===== src/ovins_map.svh =====
// Register indexes, field positions, reset values and link timing counts
`ifndef OVINS_MAP_SVH
`define OVINS_MAP_SVH

// ****************************************
// Register indexes (byte address = 4 * index)
// ****************************************
`define OVINS_IDX_CTRL 14'h1982
`define OVINS_IDX_Z3 14'h19AB
`define OVINS_IDX_Z4 14'h19AF
`define OVINS_IDX_STAT 14'h19C0

// ****************************************
// Control field positions and reset values
// ****************************************
`define OVINS_BIT_H4 0
`define OVINS_BIT_Z3 1
`define OVINS_BIT_Z4 2
`define OVINS_BIT_Z5 3
`define OVINS_CTRL_RST 4'h0
`define OVINS_Z3_RST 8'h00
`define OVINS_Z4_RST 8'h00
`define OVINS_STAT_REQ_BIT 16

// ****************************************
// Link timing counts
// ****************************************
`define OVINS_DIV_LAST 4'hF
`define OVINS_DIV_FALL 4'h7
`define OVINS_DIV_HALF 4'h8
`define OVINS_FRAME_LAST 7'h7F
`define OVINS_Z3_WAIT 7'h30
`define OVINS_Z3_FIRST 7'h31
`define OVINS_Z4_FIRST 7'h39
`define OVINS_BYTE_SPAN 7'h08
`define OVINS_Z3_LAST 7'h38
`define OVINS_Z4_LAST 7'h40
`define OVINS_WAIT_LAST 7'h2F
`define OVINS_BITS_ONE 5'h07
`define OVINS_BITS_TWO 5'h0F

`endif


===== src/ovins_link_if.sv =====
// Serial overhead insertion link between device and external logic
`timescale 1ns/1ps

interface ovins_link_if;
	logic overhead_port_clock_out;
	logic overhead_slot_enable_out;
	logic overhead_frame_strobe_out;
	logic overhead_serial_in;
	logic overhead_insert_request_in;

	modport dev (
		output overhead_port_clock_out,
		output overhead_slot_enable_out,
		output overhead_frame_strobe_out,
		input overhead_serial_in,
		input overhead_insert_request_in
	);

	modport ext (
		input overhead_port_clock_out,
		input overhead_slot_enable_out,
		input overhead_frame_strobe_out,
		output overhead_serial_in,
		output overhead_insert_request_in
	);
endinterface


===== src/ovins_dev.sv =====
// Device end: Z3/Z4 source select, overhead port clock and serial capture
// Functional notes
// - Z3 select one: take Z3 from serial port
// - Z3 select zero: insert Z3 value register
// - Z4 select zero: insert Z4 value register
// - Z4 select one: take Z4 from serial port
// - Z4 value register: 8 bits, RW, resets zero
// - External logic samples enable, frame on rising edges
// - Both high seen: external waits 48 periods
// - Then MSB driven on next falling edge
// - Device captures each bit on following rising edge
// - Remaining seven bits on next seven falling edges
// - After eighth bit (sixteenth when z4_follow is set), external resumes monitoring strobes
// - Serial slot aligned with seventh overhead byte
// - Insert request need not be driven
// - Control bits 7 to 4 read zero
`timescale 1ns/1ps
`include "ovins_map.svh"

module ovins_dev (
	// System
	input wire logic clk_sys,
	input wire logic srst,
	// Wishbone classic slave
	input wire logic wb_cyc_i,
	input wire logic wb_stb_i,
	input wire logic wb_we_i,
	input wire logic [15:0] wb_adr_i,
	input wire logic [31:0] wb_dat_i,
	input wire logic [3:0] wb_sel_i,
	output logic [31:0] wb_dat_o,
	output logic wb_ack_o,
	// Overhead link
	ovins_link_if.dev link,
	// Bytes for the outbound SPE
	output logic [7:0] z3_insert_byte,
	output logic [7:0] z4_insert_byte,
	output logic spe_start_pulse
);

	// ****************************************
	// Declarations
	// ****************************************
	logic [3:0] ctrl_r;
	logic [3:0] ctrl_nxt;
	logic [7:0] z3_val_r;
	logic [7:0] z3_val_nxt;
	logic [7:0] z4_val_r;
	logic [7:0] z4_val_nxt;
	logic [31:0] rdata_r;
	logic [31:0] rdata_nxt;
	logic ack_r;
	logic ack_nxt;
	logic [3:0] ph_r;
	logic [3:0] ph_nxt;
	logic oclk_r;
	logic oclk_nxt;
	logic strb_r;
	logic strb_nxt;
	logic [6:0] pcnt_r;
	logic [6:0] pcnt_nxt;
	logic [6:0] sh_r;
	logic [6:0] sh_nxt;
	logic [7:0] z3_cap_r;
	logic [7:0] z3_cap_nxt;
	logic [7:0] z4_cap_r;
	logic [7:0] z4_cap_nxt;
	logic [7:0] z3_ins_r;
	logic [7:0] z3_ins_nxt;
	logic [7:0] z4_ins_r;
	logic [7:0] z4_ins_nxt;
	logic spe_r;
	logic spe_nxt;
	logic [13:0] idx;
	logic req;
	logic wr;
	logic rise;
	logic fall;
	logic ser_s;
	logic insreq_s;

	// ****************************************
	// Slot decode
	// ****************************************
	function automatic logic in_slot(input logic [6:0] pos, input logic [6:0] first);
		in_slot = (pos >= first) && (pos < first + `OVINS_BYTE_SPAN);
	endfunction

	// ****************************************
	// Pin synchroniser
	// ****************************************
	ovins_sync #(
		.WIDTH(2)
	) u_sync (
		.clk_sys(clk_sys),
		.srst(srst),
		.async_in({link.overhead_insert_request_in, link.overhead_serial_in}),
		.sync_out({insreq_s, ser_s})
	);

	// ****************************************
	// Register bus
	// ****************************************
	always_comb begin
		idx = wb_adr_i[15:2];
		req = wb_cyc_i & wb_stb_i & ~ack_r;
		wr = wb_cyc_i & wb_stb_i & ack_r & wb_we_i & wb_sel_i[0];
		ack_nxt = req;
		ctrl_nxt = ctrl_r;
		z3_val_nxt = z3_val_r;
		z4_val_nxt = z4_val_r;
		rdata_nxt = rdata_r;
		if (req) begin
			unique case (idx)
				`OVINS_IDX_CTRL: begin
					rdata_nxt = {28'h0000000, ctrl_r};
				end
				`OVINS_IDX_Z3: begin
					rdata_nxt = {24'h000000, z3_val_r};
				end
				`OVINS_IDX_Z4: begin
					rdata_nxt = {24'h000000, z4_val_r};
				end
				`OVINS_IDX_STAT: begin
					rdata_nxt = {15'h0000, insreq_s, z4_cap_r, z3_cap_r};
				end
				default: begin
					rdata_nxt = 32'h00000000;
				end
			endcase
		end
		if (wr) begin
			unique case (idx)
				`OVINS_IDX_CTRL: begin
					ctrl_nxt = wb_dat_i[3:0];
				end
				`OVINS_IDX_Z3: begin
					z3_val_nxt = wb_dat_i[7:0];
				end
				`OVINS_IDX_Z4: begin
					z4_val_nxt = wb_dat_i[7:0];
				end
				default: begin
				end
			endcase
		end
	end

	always_ff @(posedge clk_sys) begin
		if (srst) begin
			ctrl_r <= `OVINS_CTRL_RST;
			z3_val_r <= `OVINS_Z3_RST;
			z4_val_r <= `OVINS_Z4_RST;
			rdata_r <= 32'h00000000;
			ack_r <= 1'b0;
		end else begin
			ctrl_r <= ctrl_nxt;
			z3_val_r <= z3_val_nxt;
			z4_val_r <= z4_val_nxt;
			rdata_r <= rdata_nxt;
			ack_r <= ack_nxt;
		end
	end

	// ****************************************
	// Overhead port clock and frame position
	// ****************************************
	always_comb begin
		rise = (ph_r == `OVINS_DIV_LAST);
		fall = (ph_r == `OVINS_DIV_FALL);
		ph_nxt = rise ? 4'h0 : ph_r + 4'h1;
		oclk_nxt = (ph_nxt < `OVINS_DIV_HALF);
		pcnt_nxt = pcnt_r;
		if (rise) begin
			pcnt_nxt = (pcnt_r == `OVINS_FRAME_LAST) ? 7'h00 : pcnt_r + 7'h01;
		end
		strb_nxt = strb_r;
		if (fall) begin
			strb_nxt = (pcnt_r == `OVINS_FRAME_LAST);
		end
		spe_nxt = rise && (pcnt_r == `OVINS_FRAME_LAST);
	end

	// ****************************************
	// Serial capture and source select
	// ****************************************
	always_comb begin
		sh_nxt = sh_r;
		z3_cap_nxt = z3_cap_r;
		z4_cap_nxt = z4_cap_r;
		if (rise && (in_slot(pcnt_nxt, `OVINS_Z3_FIRST) || in_slot(pcnt_nxt, `OVINS_Z4_FIRST))) begin
			sh_nxt = {sh_r[5:0], ser_s};
			if (pcnt_nxt == `OVINS_Z3_LAST) begin
				z3_cap_nxt = {sh_r, ser_s};
			end
			if (pcnt_nxt == `OVINS_Z4_LAST) begin
				z4_cap_nxt = {sh_r, ser_s};
			end
		end
		z3_ins_nxt = ctrl_r[`OVINS_BIT_Z3] ? z3_cap_r : z3_val_r;
		z4_ins_nxt = ctrl_r[`OVINS_BIT_Z4] ? z4_cap_r : z4_val_r;
	end

	always_ff @(posedge clk_sys) begin
		if (srst) begin
			// Start in the low phase so the first high phase is full width
			ph_r <= `OVINS_DIV_HALF;
			oclk_r <= 1'b0;
			strb_r <= 1'b0;
			pcnt_r <= 7'h00;
			spe_r <= 1'b0;
			sh_r <= 7'h00;
			z3_cap_r <= 8'h00;
			z4_cap_r <= 8'h00;
			z3_ins_r <= 8'h00;
			z4_ins_r <= 8'h00;
		end else begin
			ph_r <= ph_nxt;
			oclk_r <= oclk_nxt;
			strb_r <= strb_nxt;
			pcnt_r <= pcnt_nxt;
			spe_r <= spe_nxt;
			sh_r <= sh_nxt;
			z3_cap_r <= z3_cap_nxt;
			z4_cap_r <= z4_cap_nxt;
			z3_ins_r <= z3_ins_nxt;
			z4_ins_r <= z4_ins_nxt;
		end
	end

	// ****************************************
	// Outputs
	// ****************************************
	assign wb_dat_o = rdata_r;
	assign wb_ack_o = ack_r;
	assign link.overhead_port_clock_out = oclk_r;
	assign link.overhead_slot_enable_out = strb_r;
	assign link.overhead_frame_strobe_out = strb_r;
	assign z3_insert_byte = z3_ins_r;
	assign z4_insert_byte = z4_ins_r;
	assign spe_start_pulse = spe_r;
endmodule


===== src/ovins_sync.sv =====
// Two-flop synchroniser for signals from outside the clk_sys domain
`timescale 1ns/1ps

module ovins_sync #(
	parameter int WIDTH = 2
) (
	// System
	input wire logic clk_sys,
	input wire logic srst,
	// Data
	input wire logic [WIDTH-1:0] async_in,
	output logic [WIDTH-1:0] sync_out
);
	logic [WIDTH-1:0] meta_r;
	logic [WIDTH-1:0] sync_r;
	logic [WIDTH-1:0] meta_nxt;
	logic [WIDTH-1:0] sync_nxt;

	always_comb begin
		meta_nxt = async_in;
		sync_nxt = meta_r;
	end

	always_ff @(posedge clk_sys) begin
		if (srst) begin
			meta_r <= '0;
			sync_r <= '0;
		end else begin
			meta_r <= meta_nxt;
			sync_r <= sync_nxt;
		end
	end

	assign sync_out = sync_r;
endmodule


===== src/flat_wrapper.sv =====
// flat-port wrapper written by rule: the top's interface ports become plain ports
module ovins_dev_flat 
  (clk_sys, srst, wb_cyc_i, wb_stb_i, wb_we_i, wb_adr_i, wb_dat_i, wb_sel_i, wb_dat_o, wb_ack_o, z3_insert_byte, z4_insert_byte, spe_start_pulse, link_overhead_port_clock_out, link_overhead_slot_enable_out, link_overhead_frame_strobe_out, link_overhead_serial_in, link_overhead_insert_request_in);
  ovins_link_if link_i ();
  input wire logic clk_sys;
  input wire logic srst;
  input wire logic wb_cyc_i;
  input wire logic wb_stb_i;
  input wire logic wb_we_i;
  input wire logic [15:0] wb_adr_i;
  input wire logic [31:0] wb_dat_i;
  input wire logic [3:0] wb_sel_i;
  output logic [31:0] wb_dat_o;
  output logic wb_ack_o;
  output logic [7:0] z3_insert_byte;
  output logic [7:0] z4_insert_byte;
  output logic spe_start_pulse;
  output wire logic [$bits(link_i.overhead_port_clock_out)-1:0] link_overhead_port_clock_out;
  output wire logic [$bits(link_i.overhead_slot_enable_out)-1:0] link_overhead_slot_enable_out;
  output wire logic [$bits(link_i.overhead_frame_strobe_out)-1:0] link_overhead_frame_strobe_out;
  input wire logic [$bits(link_i.overhead_serial_in)-1:0] link_overhead_serial_in;
  input wire logic [$bits(link_i.overhead_insert_request_in)-1:0] link_overhead_insert_request_in;
  assign link_overhead_port_clock_out = link_i.overhead_port_clock_out;
  assign link_overhead_slot_enable_out = link_i.overhead_slot_enable_out;
  assign link_overhead_frame_strobe_out = link_i.overhead_frame_strobe_out;
  assign link_i.overhead_serial_in = link_overhead_serial_in;
  assign link_i.overhead_insert_request_in = link_overhead_insert_request_in;
  ovins_dev u_core (.clk_sys(clk_sys), .srst(srst), .wb_cyc_i(wb_cyc_i), .wb_stb_i(wb_stb_i), .wb_we_i(wb_we_i), .wb_adr_i(wb_adr_i), .wb_dat_i(wb_dat_i), .wb_sel_i(wb_sel_i), .wb_dat_o(wb_dat_o), .wb_ack_o(wb_ack_o), .link(link_i), .z3_insert_byte(z3_insert_byte), .z4_insert_byte(z4_insert_byte), .spe_start_pulse(spe_start_pulse));
endmodule

===== config.mk =====
export PLATFORM = sky130hd
export DESIGN_NAME = ovins_dev_flat
export DESIGN_NICKNAME = d
export VERILOG_FILES = /design/src/ovins_link_if.sv /design/src/ovins_dev.sv /design/src/ovins_sync.sv /design/src/flat_wrapper.sv
export VERILOG_INCLUDE_DIRS = /design/src
export SDC_FILE = /design/constraint.sdc
export NUM_CORES = 1
export LEC_CHECK = 0
export BUFFER_PORTS_ARGS = -buffer_cell sky130_fd_sc_hd__buf_4
export CAP_MARGIN = 40
export CORE_ASPECT_RATIO = 0.9
export CORE_MARGIN = 8
export CORE_UTILIZATION = 50
export DETAILED_ROUTE_END_ITERATION = 10
export HOLD_SLACK_MARGIN = 0.08
export PLACE_DENSITY = 0.77
export SKIP_LAST_GASP = 1
export SYNTH_ARGS = -nofsm -noshare
export SYNTH_HDL_FRONTEND = slang
export SYNTH_HIERARCHICAL = 1
export SYNTH_SLANG_ARGS = --single-unit

===== constraint.sdc =====
create_clock -name clk_sys -period 5.13 [get_ports clk_sys]
set_clock_uncertainty 0.05 [all_clocks]
set_input_delay 0.513 -clock clk_sys [delete_from_list [all_inputs] [get_ports clk_sys]]
set_output_delay 0.513 -clock clk_sys [all_outputs]
set_load 0.02 [all_outputs]

# [Word level (Yosys, flattened, before mapping)]
# Index checks and enable logic that the tools add are counted.
[word_totals] ff_bits=110 inputBits=59 output_inout_bits=53 elab_cells=55
[classes] n_addsub=2 n_lt_le_gt_ge=5 n_eq_ne=9 mux=6 bitwise=6 n_reduce_logical=10
[op_table] operator="17-bit case mux with 4 select lines" count=1
[op_table] operator="14-bit by 13-bit == test with 1-bit output (second input constant)" count=4
[op_table] operator="8-bit two-way mux" count=2
[op_table] operator="7-bit == test (second input constant)" count=2
[op_table] operator="7-bit by 6-bit greater-or-equal comparator with 1-bit output (second input constant)" count=2
[op_table] operator="7-bit two-way mux" count=2
[op_table] operator="2-bit AND reduction" count=5
[op_table] operator="7-bit by 1-bit adder with 7-bit output (second input constant)" count=1
[op_table] operator="7-bit by 6-bit == test with 1-bit output (second input constant)" count=1
[op_table] operator="7-bit by 6-bit less-than comparator with 1-bit output (second input constant)" count=1
[op_table] operator="7-bit less-than comparator (second input constant)" count=1
[op_table] operator="1-bit AND" count=5
[op_table] operator="4-bit by 1-bit adder with 4-bit output (second input constant)" count=1
[op_table] operator="4-bit by 3-bit == test with 1-bit output (second input constant)" count=1
[op_table] operator="4-bit == test (second input constant)" count=1
[op_table] operator="1-bit logical AND" count=4
[op_table] operator="4-bit less-than comparator (second input constant)" count=1
[op_table] operator="4-bit two-way mux" count=1
[op_table] operator="1-bit logical OR" count=1
[op_table] operator="1-bit NOT" count=1

# [Depth between registers and ports, before layout]
# Gate-level depths: netlist of run 1.
[depth] word_depth=8 mapped_depth=9 mapped_depth_nobuf=7

# [By module]
# Netlist of run 1, hierarchy kept.
[modules_own_cells] module="ovins_dev" instances=1 cells_per_inst=404 area_each_um2=3951.3
[modules_own_cells] module="ovins_sync" instances=1 cells_per_inst=8 area_each_um2=105.1

# [Worst setup path after synthesis of run 1]
# No wires, ideal clock.
[synth_timing] path_kind="reg-to-reg" start="register u_core.pcnt_r[0]" end="register u_core.sh_r[0]" setup_ns=0.072 arrival_ns=2.061 slack_ns=2.947 stages_incl_launch_ff=9 period_less_slack_ns=2.183 cell_sequence="dfxtp_1 ha_1 and2_4 nand4_4 a221oi_2 o211ai_1 buf_6 a21oi_4 mux2i_1"
[synth_between] elab_chain_len=7 word_cells_on_any_way=12 cone_classes="add/sub: 1; order compare: 4; eq/ne: 1; mux: 2; reduce/logical: 4"
[synth_lines] element="from (decl)" line_no="ovins_dev.sv:60" text="logic [6:0] pcnt_r;"
[synth_lines] element="from (signal assigned)" line_no="ovins_dev.sv:221" text="pcnt_r <= pcnt_nxt;"
[synth_lines] element="7-bit by 1-bit adder with 7-bit output or 7-bit == test (tied branches)"
[synth_lines] element="7-bit two-way mux" line_no="ovins_dev.sv:175" text="pcnt_nxt = (pcnt_r == `OVINS_FRAME_LAST) ? 7'h00 : pcnt_r + 7'h01;"
[synth_lines] element="7-bit two-way mux *" line_no="ovins_dev.sv:174" text="if (rise) begin"
[synth_lines] element="7-bit by 6-bit greater-or-equal comparator with 1-bit output (tied with other cells)" line_no="ovins_dev.sv:86" text="in_slot = (pos >= first) && (pos < first + `OVINS_BYTE_SPAN);"
[synth_lines] element="1-bit logical AND" line_no="ovins_dev.sv:86"
[synth_lines] element="1-bit logical OR *" line_no="ovins_dev.sv:191" text="if (rise && (in_slot(pcnt_nxt, `OVINS_Z3_FIRST) || in_slot(pcnt_nxt, `OVINS_Z4_FIRST))) begin"
[synth_lines] element="1-bit logical AND *" line_no="ovins_dev.sv:191"
[synth_lines] element="to (signal assigned)" line_no="ovins_dev.sv:223" text="sh_r <= sh_nxt;"
[synth_lines] element="to (decl)" line_no="ovins_dev.sv:62" text="logic [6:0] sh_r;"
# Every way passes the cells marked *; elsewhere a longest branch is shown, timed or not.
# A chain may end at the register's enable or synchronous reset.

# [Worst setup path in the final report of run 1]
[layout_timing] start="register u_core.pcnt_r[0]" end="register u_core.sh_r[2]"
# Same word-level chain as after synthesis.

==> results.md, run 1 <==
- Pint: 966 uW
- Post-synthesis cell count: 412
- CTS buffer count: 9
- Vias in the first global route: 3134
- Slew HR: 0.553
- Clock power share: 0.358
- Largest fanout on the critical path: 9
- I/O Pins: 112
- Final HPWL DP: 6610 microns
- Critical-path cell list: ha_1, and2_4, nand4_4, a221oi_2, o211ai_1, buf_4, a21oi_4, mux2i_1
- Number of flops mapped to enable cells by yosys: 0
- FF-to-FF setup slack: 2.56 ns
- Setup_tns: 0 ns
- Setup slack after placement: 2.51 ns
- Clk buf depth: 2
- Antenna cell count: 0
- FMAX: 389 MHz
- Combinational family with the most area after synthesis: simple AND/OR/NAND/NOR gates
- Post-route ant nets: 0
- Vias/cell: 5.38
- Total Wirelength: 9280 microns
- Xor-xnor portion of the synthesized cell area: 0.0108
- Max_cap viols: 0
- 1st-iter DRT viols: 219
- # Post-CTS Setup Buffers: 0
- Skew-Pair Late Insertion Delay: 0.36 ns
- Router iterations before antenna repair: 4
- Post-Syn Area: 4060 sq um
- Post-synth ARST share: 0
- Tmin final: 2.57 ns
- Required time worst endpoint: 5.36 ns
- Arr. time, crit path: 2.80 ns
- Hold_buf cts: 0
- Syn Area/Cell: 9.85 sq um
- Leakage: 1.94 nW
- Starting Density: 0.510
- Setup violators final: 0
- H-tree depth: 3
- CTS tree: done
- Root buf cell: clkbuf_8
- Layout Nets: 528
- CP Launch Type: flop
- Antenna violations before repair: 0
- Slew Limit Fails: 0
- I/O Buffers: 67
- Yosys cell types: 52
- Total GRT Usage: 0.166
- Dominant synthesized flop cell: dfxtp_1
- Largest net degree at the start of global routing: 49
- Simple-gate portion of the synthesized area: 0.195
- WL/cell: 16.2 microns
- Synth Area in Compound Gates: 0.0765
- Yosys warning total: 6
- DIE HEIGHT: 101 microns
- Post-synthesis sequential area ratio: 0.469
- Largest stage delay, worst path: 0.44 ns
- Sw Share: 0.246
- CP max-delay cell: dfxtp_1
- CTS sink cnt: 95
- Worst setup EP type: flop
- Tightest Pin Transition: 0.665 ns
- Die extent in x: 111 microns
- Share of cells above drive strength 1: 0.244
- First-pass GRT wire length: 15200 microns
- Synth Register Bits: 95
- Multiplexer share of the synthesized area: 0.170
- Post-CTS Resized: 0
- GRT overflow: 0
- Clock slew at reported path FFs: 0.09 ns
- RSZ-0062 raised after global routing: false
- Die footprint: 11300 sq um
- Pwr per Cell Area: 273 nW/um^2
- Area grow syn2layout: 15.8%
- Max VDD drop: 206 uV
- CP Class: flop to flop
- DRC violations left: 0
- P_sw: 315 uW
- Sequential power share: 0.585
- Via Count: 3072
- Post-Synth Adder-Cell Area: 0.00617
- Period utilisation layout: 0.502
- CORE AREA: 7950 sq um
- Status: finished clean
- Combinational share of power: 0.057
- Min-Delay Path Class: primary input to flop
- Fin. Hold Viols: 0
- Fin worst setup slack: 2.56 ns
- Gp weighted congestion: 0.814
- # rows: 31
## worst paths after layout
| kind | startpoint | end | cells after the start |
|---|---|---|---|
| worst min-delay path | link_overhead_insert_request_in | u_core/u_sync/meta_r[1] | 2 |
| worst min register to register | u_core/ph_r[0] | u_core/ph_r[0] | 1 |
| worst max register to register | u_core/pcnt_r[0] | u_core/sh_r[2] | 8 |
| worst max-delay path | u_core/pcnt_r[0] | u_core/sh_r[2] | 8 |
## layout make-up
cell class | instances | area [sq um]
Timing Repair Buffer | 72 | 553
Fill cell | 686 | 3250
Multi-Input combinational cell | 287 | 1930
Clock inverter | 5 | 40.0
Sequential cell | 95 | 1900
Inverter | 2 | 7.51
Tap cell | 99 | 124
Clock buffer | 11 | 141
## sequential cells by signal (all words and copies together) (netlist names), 2 cells and up
register / flops
u_core/ctrl_r: 4
u_core/z3_cap_r: 8
u_core/pcnt_r: 7
u_core/ph_r: 4
u_core/z4_val_r: 8
u_core/z3_val_r: 8
u_core/u_sync/sync_out: 2
u_core/sh_r: 7
u_core/z4_insert_byte: 8
u_core/wb_dat_o: 17
u_core/z3_insert_byte: 8
u_core/u_sync/meta_r: 2
u_core/z4_cap_r: 8
## synthesized netlist by cell type, types with 3 or more instances
cell type  count  area share
nor2_1        75       0.069
a2bb2oi_1      5       0.011
or2b_2         7       0.015
nand2_1       20       0.019
nor3_1         8      0.0099
dfxtp_1       95        0.47
xnor2_1        4      0.0086
clkbuf_8       4       0.014
nor2b_1        7       0.011
mux2_2         8       0.022
mux2i_1       60        0.15
a222oi_1       4      0.0099
clkbuf_1      15       0.014
nand3_1       13       0.016
buf_4         17       0.031
nand4_1        4      0.0062
a21oi_1       12       0.015
a221oi_1       6       0.013
buf_2          4      0.0049
nor4bb_1       3      0.0074
## per-stage QoR
stage,area (sq um),util,hold WS [ns],power [mW],std cells
finish,4700,0.591,0.310,1.28,571
CTS,4700,0.591,0.292,1.29,571
floorplan,4110,-,0.364,0.820,426
global route,4700,0.591,0.284,1.33,571
global placement,4490,0.565,0.368,0.836,553
detailed placement,4520,0.568,0.384,0.840,555
## logic make-up (layout without fill, tap and decap cells)
logic type | after synthesis | after routing
AND/OR/NAND/NOR | 157 | 157
flip-flops | 95 | 95
multiplexers | 68 | 68
buffers and inverters | 44 | 90
AO/OA/AOI/OAI | 40 | 40
XOR/XNOR | 5 | 5
adder cells (fa/ha/maj) | 2 | 2
other | 1 | 15
## power groups by stage
stage	clock, mW	sequential, mW	combinational, mW
3_5_place_dp	0	0.767	0.0731
4_1_cts	0.471	0.750	0.0732
3_3_place_gp	0	0.767	0.0694
6_report	0.458	0.750	0.0733
2_1_floorplan	0	0.766	0.0532
5_1_grt	0.498	0.751	0.0799
## per-layer routing
metal  part of all wire  vias to the layer above  routed length (microns)  global-route usage
met5                  0                        -                        0                   0
met4              0.012                        0                      114              0.0446
met3              0.056                       13                      520              0.0568
met2               0.50                       87                     4670               0.299
met1               0.43                     1461                     3970               0.182
li1                   -                     1511                        -                   -
## critical path, delay by kind of cell (launching register included)
family / cells / cell delay, ns
AO/OA/AOI/OAI: 3 / 0.86
adder cells (fa/ha/maj): 1 / 0.33
buffers and inverters: 1 / 0.22
flip-flops: 1 / 0.44
multiplexers: 1 / 0.24
AND/OR/NAND/NOR: 2 / 0.35
## cells in the final DEF (no fill, tap or decap), types with 5 or more instances in the layout
cell type,n
a21oi_1,12
a221oi_1,6
a2bb2oi_1,5
buf_4,71
clkbuf_8,10
conb_1,15
dfxtp_1,95
mux2_2,8
mux2i_1,60
nand2_1,20
nand3_1,13
nor2_1,75
nor2b_1,7
nor3_1,8
or2b_2,7
Note: power is estimated with default switching activity, not from simulation.
==> run 2: changes to the inputs <==
Settings changed: ABC_AREA from default to 1.
Clock period 5.13 ns to 2.54 ns, I/O delays scaled along.
==> run 2 against run 1 <==
Global-route usage increased by 0.64 points. First-iteration DRC count unchanged. Count of clock-buffer cells in the layout decreased by 1. Cell area increased by 0.93%. Via count increased by 18%. Sequential share of layout area decreased by 0.37 points. Register-to-register slack got worse by 2.2 ns. Area after synthesis decreased by 0.59%. Non-clock buffer count increased by 1.
==> results.md, run 2 <==
- DRC violations left: 0
- Total GRT Usage: 0.172
- Number of flops mapped to enable cells by yosys: 0
- Critical-path cell list: ha_1, nand3_4, nor2_4, nor2_1, nand3b_1, inv_1, nand4_1, o21bai_1, nor2_1
- Period utilisation layout: 0.852
- Post-route ant nets: 0
- Area leader, netlist: dfxtp_1
- Register area: 1900 sq um
- Arr. time, crit path: 2.37 ns
- Post-Syn Area: 4030 sq um
- Final HPWL DP: 7040 microns
- Post-Synth Adder-Cell Area: 0.00621
- Hold path endpoint: u_core/ctrl_r[1]
- Post-synth top cells: nand2_1, dfxtp_1, inv_1
- DIE HEIGHT: 101 microns
- Clock slew at reported path FFs: 0.09 ns
- CP Launch Type: flop
- Tmin final: 2.16 ns
- Most area-consuming cells after synthesis: dfxtp_1, nand2_1, a21oi_1
- Slew HR: 0.582
- Layout Nets: 667
- Hold-critical path depth: 3
- Tightest Pin Transition: 0.624 ns
- CTS buffer count: 9
- Delay-heaviest family, CP: simple AND/OR/NAND/NOR gates
- Simple-gate portion of the synthesized area: 0.227
- Pwr per Cell Area: 549 nW/um^2
- I/O Buffers: 67
- Synth Area in Compound Gates: 0.180
- Yosys warning total: 6
- Pint: 1.96 mW
- Dominant synthesized flop cell: dfxtp_1
- Post-synth ARST share: 0
- H-tree depth: 3
- Status: finished clean
- Max VDD drop: 299 uV
- Via Count: 3615
- Post-CTS Resized: 0
- First-pass GRT wire length: 15900 microns
- Post-Layout Inst Area: 4740 sq um
- Share of the synthesized area in the top cell type: 0.472
- Synth Register Bits: 95
- I/O Pins: 112
- Setup_tns: 0 ns
- Fin. Hold Viols: 0
- Combinational family with the most area after synthesis: simple AND/OR/NAND/NOR gates
- Max_cap viols: 0
- Bufs and invs on worst path: 1
- Largest stage delay, worst path: 0.37 ns
- Combinational share of power: 0.069
- Most frequent cells in the layout: nand2_1, dfxtp_1, buf_4, inv_1, a21oi_1
- Area grow syn2layout: 17.6%
- Syn Area/Cell: 7.45 sq um
- Inst Count DP: 692
- DP Area: 4540 sq um
- # rows: 31
- Yosys cell types: 30
- Sequential power share: 0.582
- Die footprint: 11200 sq um
- Most frequent CP cell: nor2_1
- Slew Limit Fails: 0
- Post-synthesis sequential area ratio: 0.472
- Setup violators final: 0
- Setup slack after placement: 0.401 ns
- Design Power: 2.60 mW
- Sw Share: 0.246
- Critical Path Start: u_core/ph_r[0]
- Xor-xnor portion of the synthesized cell area: 0
- CORE AREA: 7950 sq um
- 1st-iter DRT viols: 219
- GRT overflow: 0
- Starting Density: 0.507
- Die extent in x: 111 microns
- Share of cells above drive strength 1: 0.175
- Vias in the first global route: 3371
- Post-synthesis cell count: 541
- CP max-delay cell: dfxtp_1
- Hold_buf cts: 2
- Largest fanout on the critical path: 9
- CTS tree: done
- Skew-Pair Late Insertion Delay: 0.36 ns
- CP Class: flop to flop
- Final Non-Filler Cells: 710
- Multi-input gate area: 1720 sq um
- # Post-CTS Setup Buffers: 0
- Multiplexer share of the synthesized area: 0
- Clk buf depth: 2
- Antenna cell count: 0
- Most common cell after layout, fill and taps aside: nand2_1
- RSZ-0062 raised after global routing: false
- Antenna violations before repair: 0
- R2r worst-path depth: 9
- P_sw: 640 uW
- Total Wirelength: 9740 microns
- CTS sink cnt: 95
- Root buf cell: clkbuf_8
- Gp weighted congestion: 0.908
- Min-Delay Path Class: primary input to flop
- Router iterations before antenna repair: 5
- Fin worst setup slack: 0.375 ns
- Required time worst endpoint: 2.75 ns
- FMAX: 462 MHz
- Fill count: 722
- Max FFs per register: 17
- Clock power share: 0.349
- Most common cell in the netlist: nand2_1
- WL/cell: 13.7 microns
- Reg-to-Reg End: u_core/z3_cap_r[4]
- Largest net degree at the start of global routing: 64
- Worst setup EP type: flop
- FF-to-FF Start: u_core/ph_r[0]
- Hold Crit Start: wb_dat_i[1]
- FF-to-FF setup slack: 0.38 ns
- Leakage: 1.99 nW
- Vias/cell: 5.09
[run 2: changes by cell type after synthesis, moves of 5 or more]
cell,before,now
a21oi_1,12,63
a221oi_1,6,0
a2bb2oi_1,5,0
inv_1,2,65
mux2_2,8,0
mux2i_1,60,0
nand2_1,20,97
nand3_1,13,18
nor2_1,75,49
nor2b_1,7,0
o21ai_0,2,62
o21bai_1,0,8
or2b_2,7,0
[run 2: worst max-delay path by stage]
stage / endpoint / depth (start not counted)
floorplan: u_core/sh_r[3] / 11
global placement: u_core/z3_cap_r[5] / 9
detailed placement: u_core/z3_cap_r[5] / 9
CTS: u_core/z3_cap_r[4] / 10
global route: u_core/z3_cap_r[3] / 10
finish: u_core/z3_cap_r[4] / 9
[run 2: power by group through the flow]
| stage | Combinational [mW] | Clock, mW | Sequential [mW] |
|---|---|---|---|
| floorplan | 0.108 | 0 | 1.56 |
| global placement | 0.171 | 0 | 1.55 |
| detailed placement | 0.175 | 0 | 1.55 |
| CTS | 0.179 | 0.933 | 1.51 |
| global route | 0.199 | 0.985 | 1.52 |
| finish | 0.179 | 0.907 | 1.51 |
[run 2: routing by layer]
layer / GRT usage / vias up / share of wire
met3: 0.0628 / 10 / 0.089
met2: 0.269 / 156 / 0.45
met4: 0.0560 / 0 / 0.011
met1: 0.216 / 1595 / 0.45
li1: - / 1854 / -
met5: 0 / - / 0
[run 2: cell type report]
class	instances	share of cell area
tap	99	0.0261
clock inverter	6	0.00871
timing repair buffer	73	0.117
multi-input combinational	358	0.363
sequential	95	0.401
clock buffer	10	0.0290
inverter	69	0.0557
[run 2: stage by stage]
step,hold slack (ns),util
2_1_floorplan,0.275,-
4_1_cts,0.125,0.596
3_3_place_gp,0.340,0.571
6_report,0.140,0.596
5_1_grt,0.147,0.596
3_5_place_dp,0.346,0.571
[run 2: kinds of logic after synthesis]
kind of cell,after synthesis
AND/OR/NAND/NOR,203
adder cells (fa/ha/maj),2
buffers and inverters,102
other,1
flip-flops,95
AO/OA/AOI/OAI,138
[run 2: tightest hold or removal path: stages]
cell     delay [ns]
buf_4          0.09
o21ai_0        0.07
a21oi_1        0.10
==> run 3: changes to the inputs <==
Settings changed: BUFFER_PORTS_ARGS -buffer_cell sky130_fd_sc_hd__buf_4 to default, DONT_BUFFER_PORTS from default to 1, PLACE_DENSITY 0.77 to default.
==> run 3 against run 2 <==
Clock power is 2.2% lower. Hold slack better by 0.0045 ns. Cell area is 8.5% lower. Highest routed layer unchanged.
==> results.md, run 3 (synthesized netlist as in run 2, its figures left out) <==
- Sw Share: 0.248
- Slew Limit Fails: 0
- Final Non-Filler Cells: 654
- CTS buffer count: 9
- Root buf cell: clkbuf_8
- Post-CTS Resized: 0
- Sequential power share: 0.601
- Period utilisation layout: 0.854
- Vias/cell: 5.13
- Router iterations before antenna repair: 4
- Tmin final: 2.17 ns
- Clock slew at reported path FFs: 0.09 ns
- Fill count: 780
- GRT overflow: 0
- FMAX: 461 MHz
- CP Launch Type: flop
- Max FFs per register: 17
- Inst Count DP: 625
- Die extent in x: 111 microns
- Min-Delay Path Class: primary input to flop
- RSZ-0062 raised after global routing: false
- Total GRT Usage: 0.169
- Skew-Pair Late Insertion Delay: 0.36 ns
- DIE HEIGHT: 101 microns
- Post-route ant nets: 0
- Tightest Pin Transition: 0.697 ns
- Gp weighted congestion: 0.832
- Fin. Hold Viols: 0
- Multi-input gate area: 1720 sq um
- CP Class: flop to flop
- Layout Nets: 610
- Share of cells above drive strength 1: 0.0704
- Largest fanout on the critical path: 9
- H-tree depth: 3
- I/O Buffers: 0
- Required time worst endpoint: 2.74 ns
- I/O Pins: 112
- Max_cap viols: 0
- Clock power share: 0.349
- Pint: 1.91 mW
- CTS tree: done
- Final HPWL DP: 6800 microns
- WL/cell: 14.5 microns
- Area grow syn2layout: 7.63%
- DRC violations left: 0
- Setup violators final: 0
- DP Area: 4040 sq um
- Leakage: 1.68 nW
- Worst setup EP type: flop
- Antenna violations before repair: 0
- Hold_buf cts: 11
- Status: finished clean
- Largest net degree at the start of global routing: 65
- Via Count: 3352
- Combinational share of power: 0.050
- Most common cell after layout, fill and taps aside: nand2_1
- # rows: 31
- Die footprint: 11200 sq um
- Slew HR: 0.531
- P_sw: 631 uW
- Pwr per Cell Area: 586 nW/um^2
- Total Wirelength: 9460 microns
- CTS sink cnt: 95
- Max VDD drop: 389 uV
- CORE AREA: 7950 sq um
- Most frequent cells in the layout: nand2_1, dfxtp_1, inv_1, a21oi_1, o21ai_0
- 1st-iter DRT viols: 160
- Arr. time, crit path: 2.37 ns
- Vias in the first global route: 3062
- Starting Density: 0.507
- Post-Layout Inst Area: 4340 sq um
- Clk buf depth: 2
- Register area: 1900 sq um
- # Post-CTS Setup Buffers: 0
- First-pass GRT wire length: 15400 microns
- Setup_tns: 0 ns
## run 3: per-stage QoR
| step | power [mW] | util | hold slack, ns | worst slack (ns) |
|---|---|---|---|---|
| after floorplan | 1.67 | - | 0.275 | 0.705 |
| after global placement | 1.66 | 0.508 | 0.280 | 0.472 |
| after detailed placement | 1.66 | 0.508 | 0.280 | 0.419 |
| after CTS | 2.57 | 0.544 | 0.137 | 0.383 |
| after global routing | 2.65 | 0.546 | 0.162 | 0.154 |
| final | 2.54 | 0.546 | 0.144 | 0.371 |
## run 3: per-layer routing
layer,vias up,share of wire,global-route usage
li1,1736,-,-
met1,1501,0.48,0.230
met2,107,0.42,0.243
met3,8,0.091,0.0669
met4,0,0.0072,0.0436
met5,-,0,0
## run 3: path summary, 6_finish.rpt
check | from | to | slack, ns | cells after the start
max | u_core/ph_r[0] | u_core/z3_cap_r[4] | 0.37 | 10
min reg2reg | u_core/u_sync/meta_r[1] | u_core/u_sync/sync_out[1] | 0.36 | 2
min | wb_adr_i[8] | u_core/ctrl_r[1] | 0.14 | 3
max reg2reg | u_core/ph_r[0] | u_core/z3_cap_r[4] | 0.37 | 10
## run 3: area by class of cell
| class | instances | share of cell area |
|---|---|---|
| sequential | 95 | 0.438 |
| inverter | 69 | 0.0608 |
| multi-input combinational | 358 | 0.396 |
| timing repair buffer | 16 | 0.0357 |
| tap | 99 | 0.0285 |
| antenna | 1 | 0.000577 |
| clock buffer | 11 | 0.0303 |
| clock inverter | 5 | 0.00951 |
## run 3: critical path, stage by stage, from the launching register on
cell,delay [ns]
dfxtp_1,0.36
ha_1,0.24
nand3_4,0.18
o21bai_1,0.20
nand2_1,0.13
inv_1,0.08
nand2_1,0.08
nor2_4,0.14
nand4_1,0.28
o21bai_1,0.27
nor2_1,0.06
## run 3: power by group through the flow
stage	sequential, mW	combinational [mW]	clock, mW
finish	1.53	0.127	0.887
global placement	1.56	0.0980	0
CTS	1.53	0.124	0.917
detailed placement	1.56	0.0994	0
global route	1.53	0.145	0.974
floorplan	1.56	0.108	0
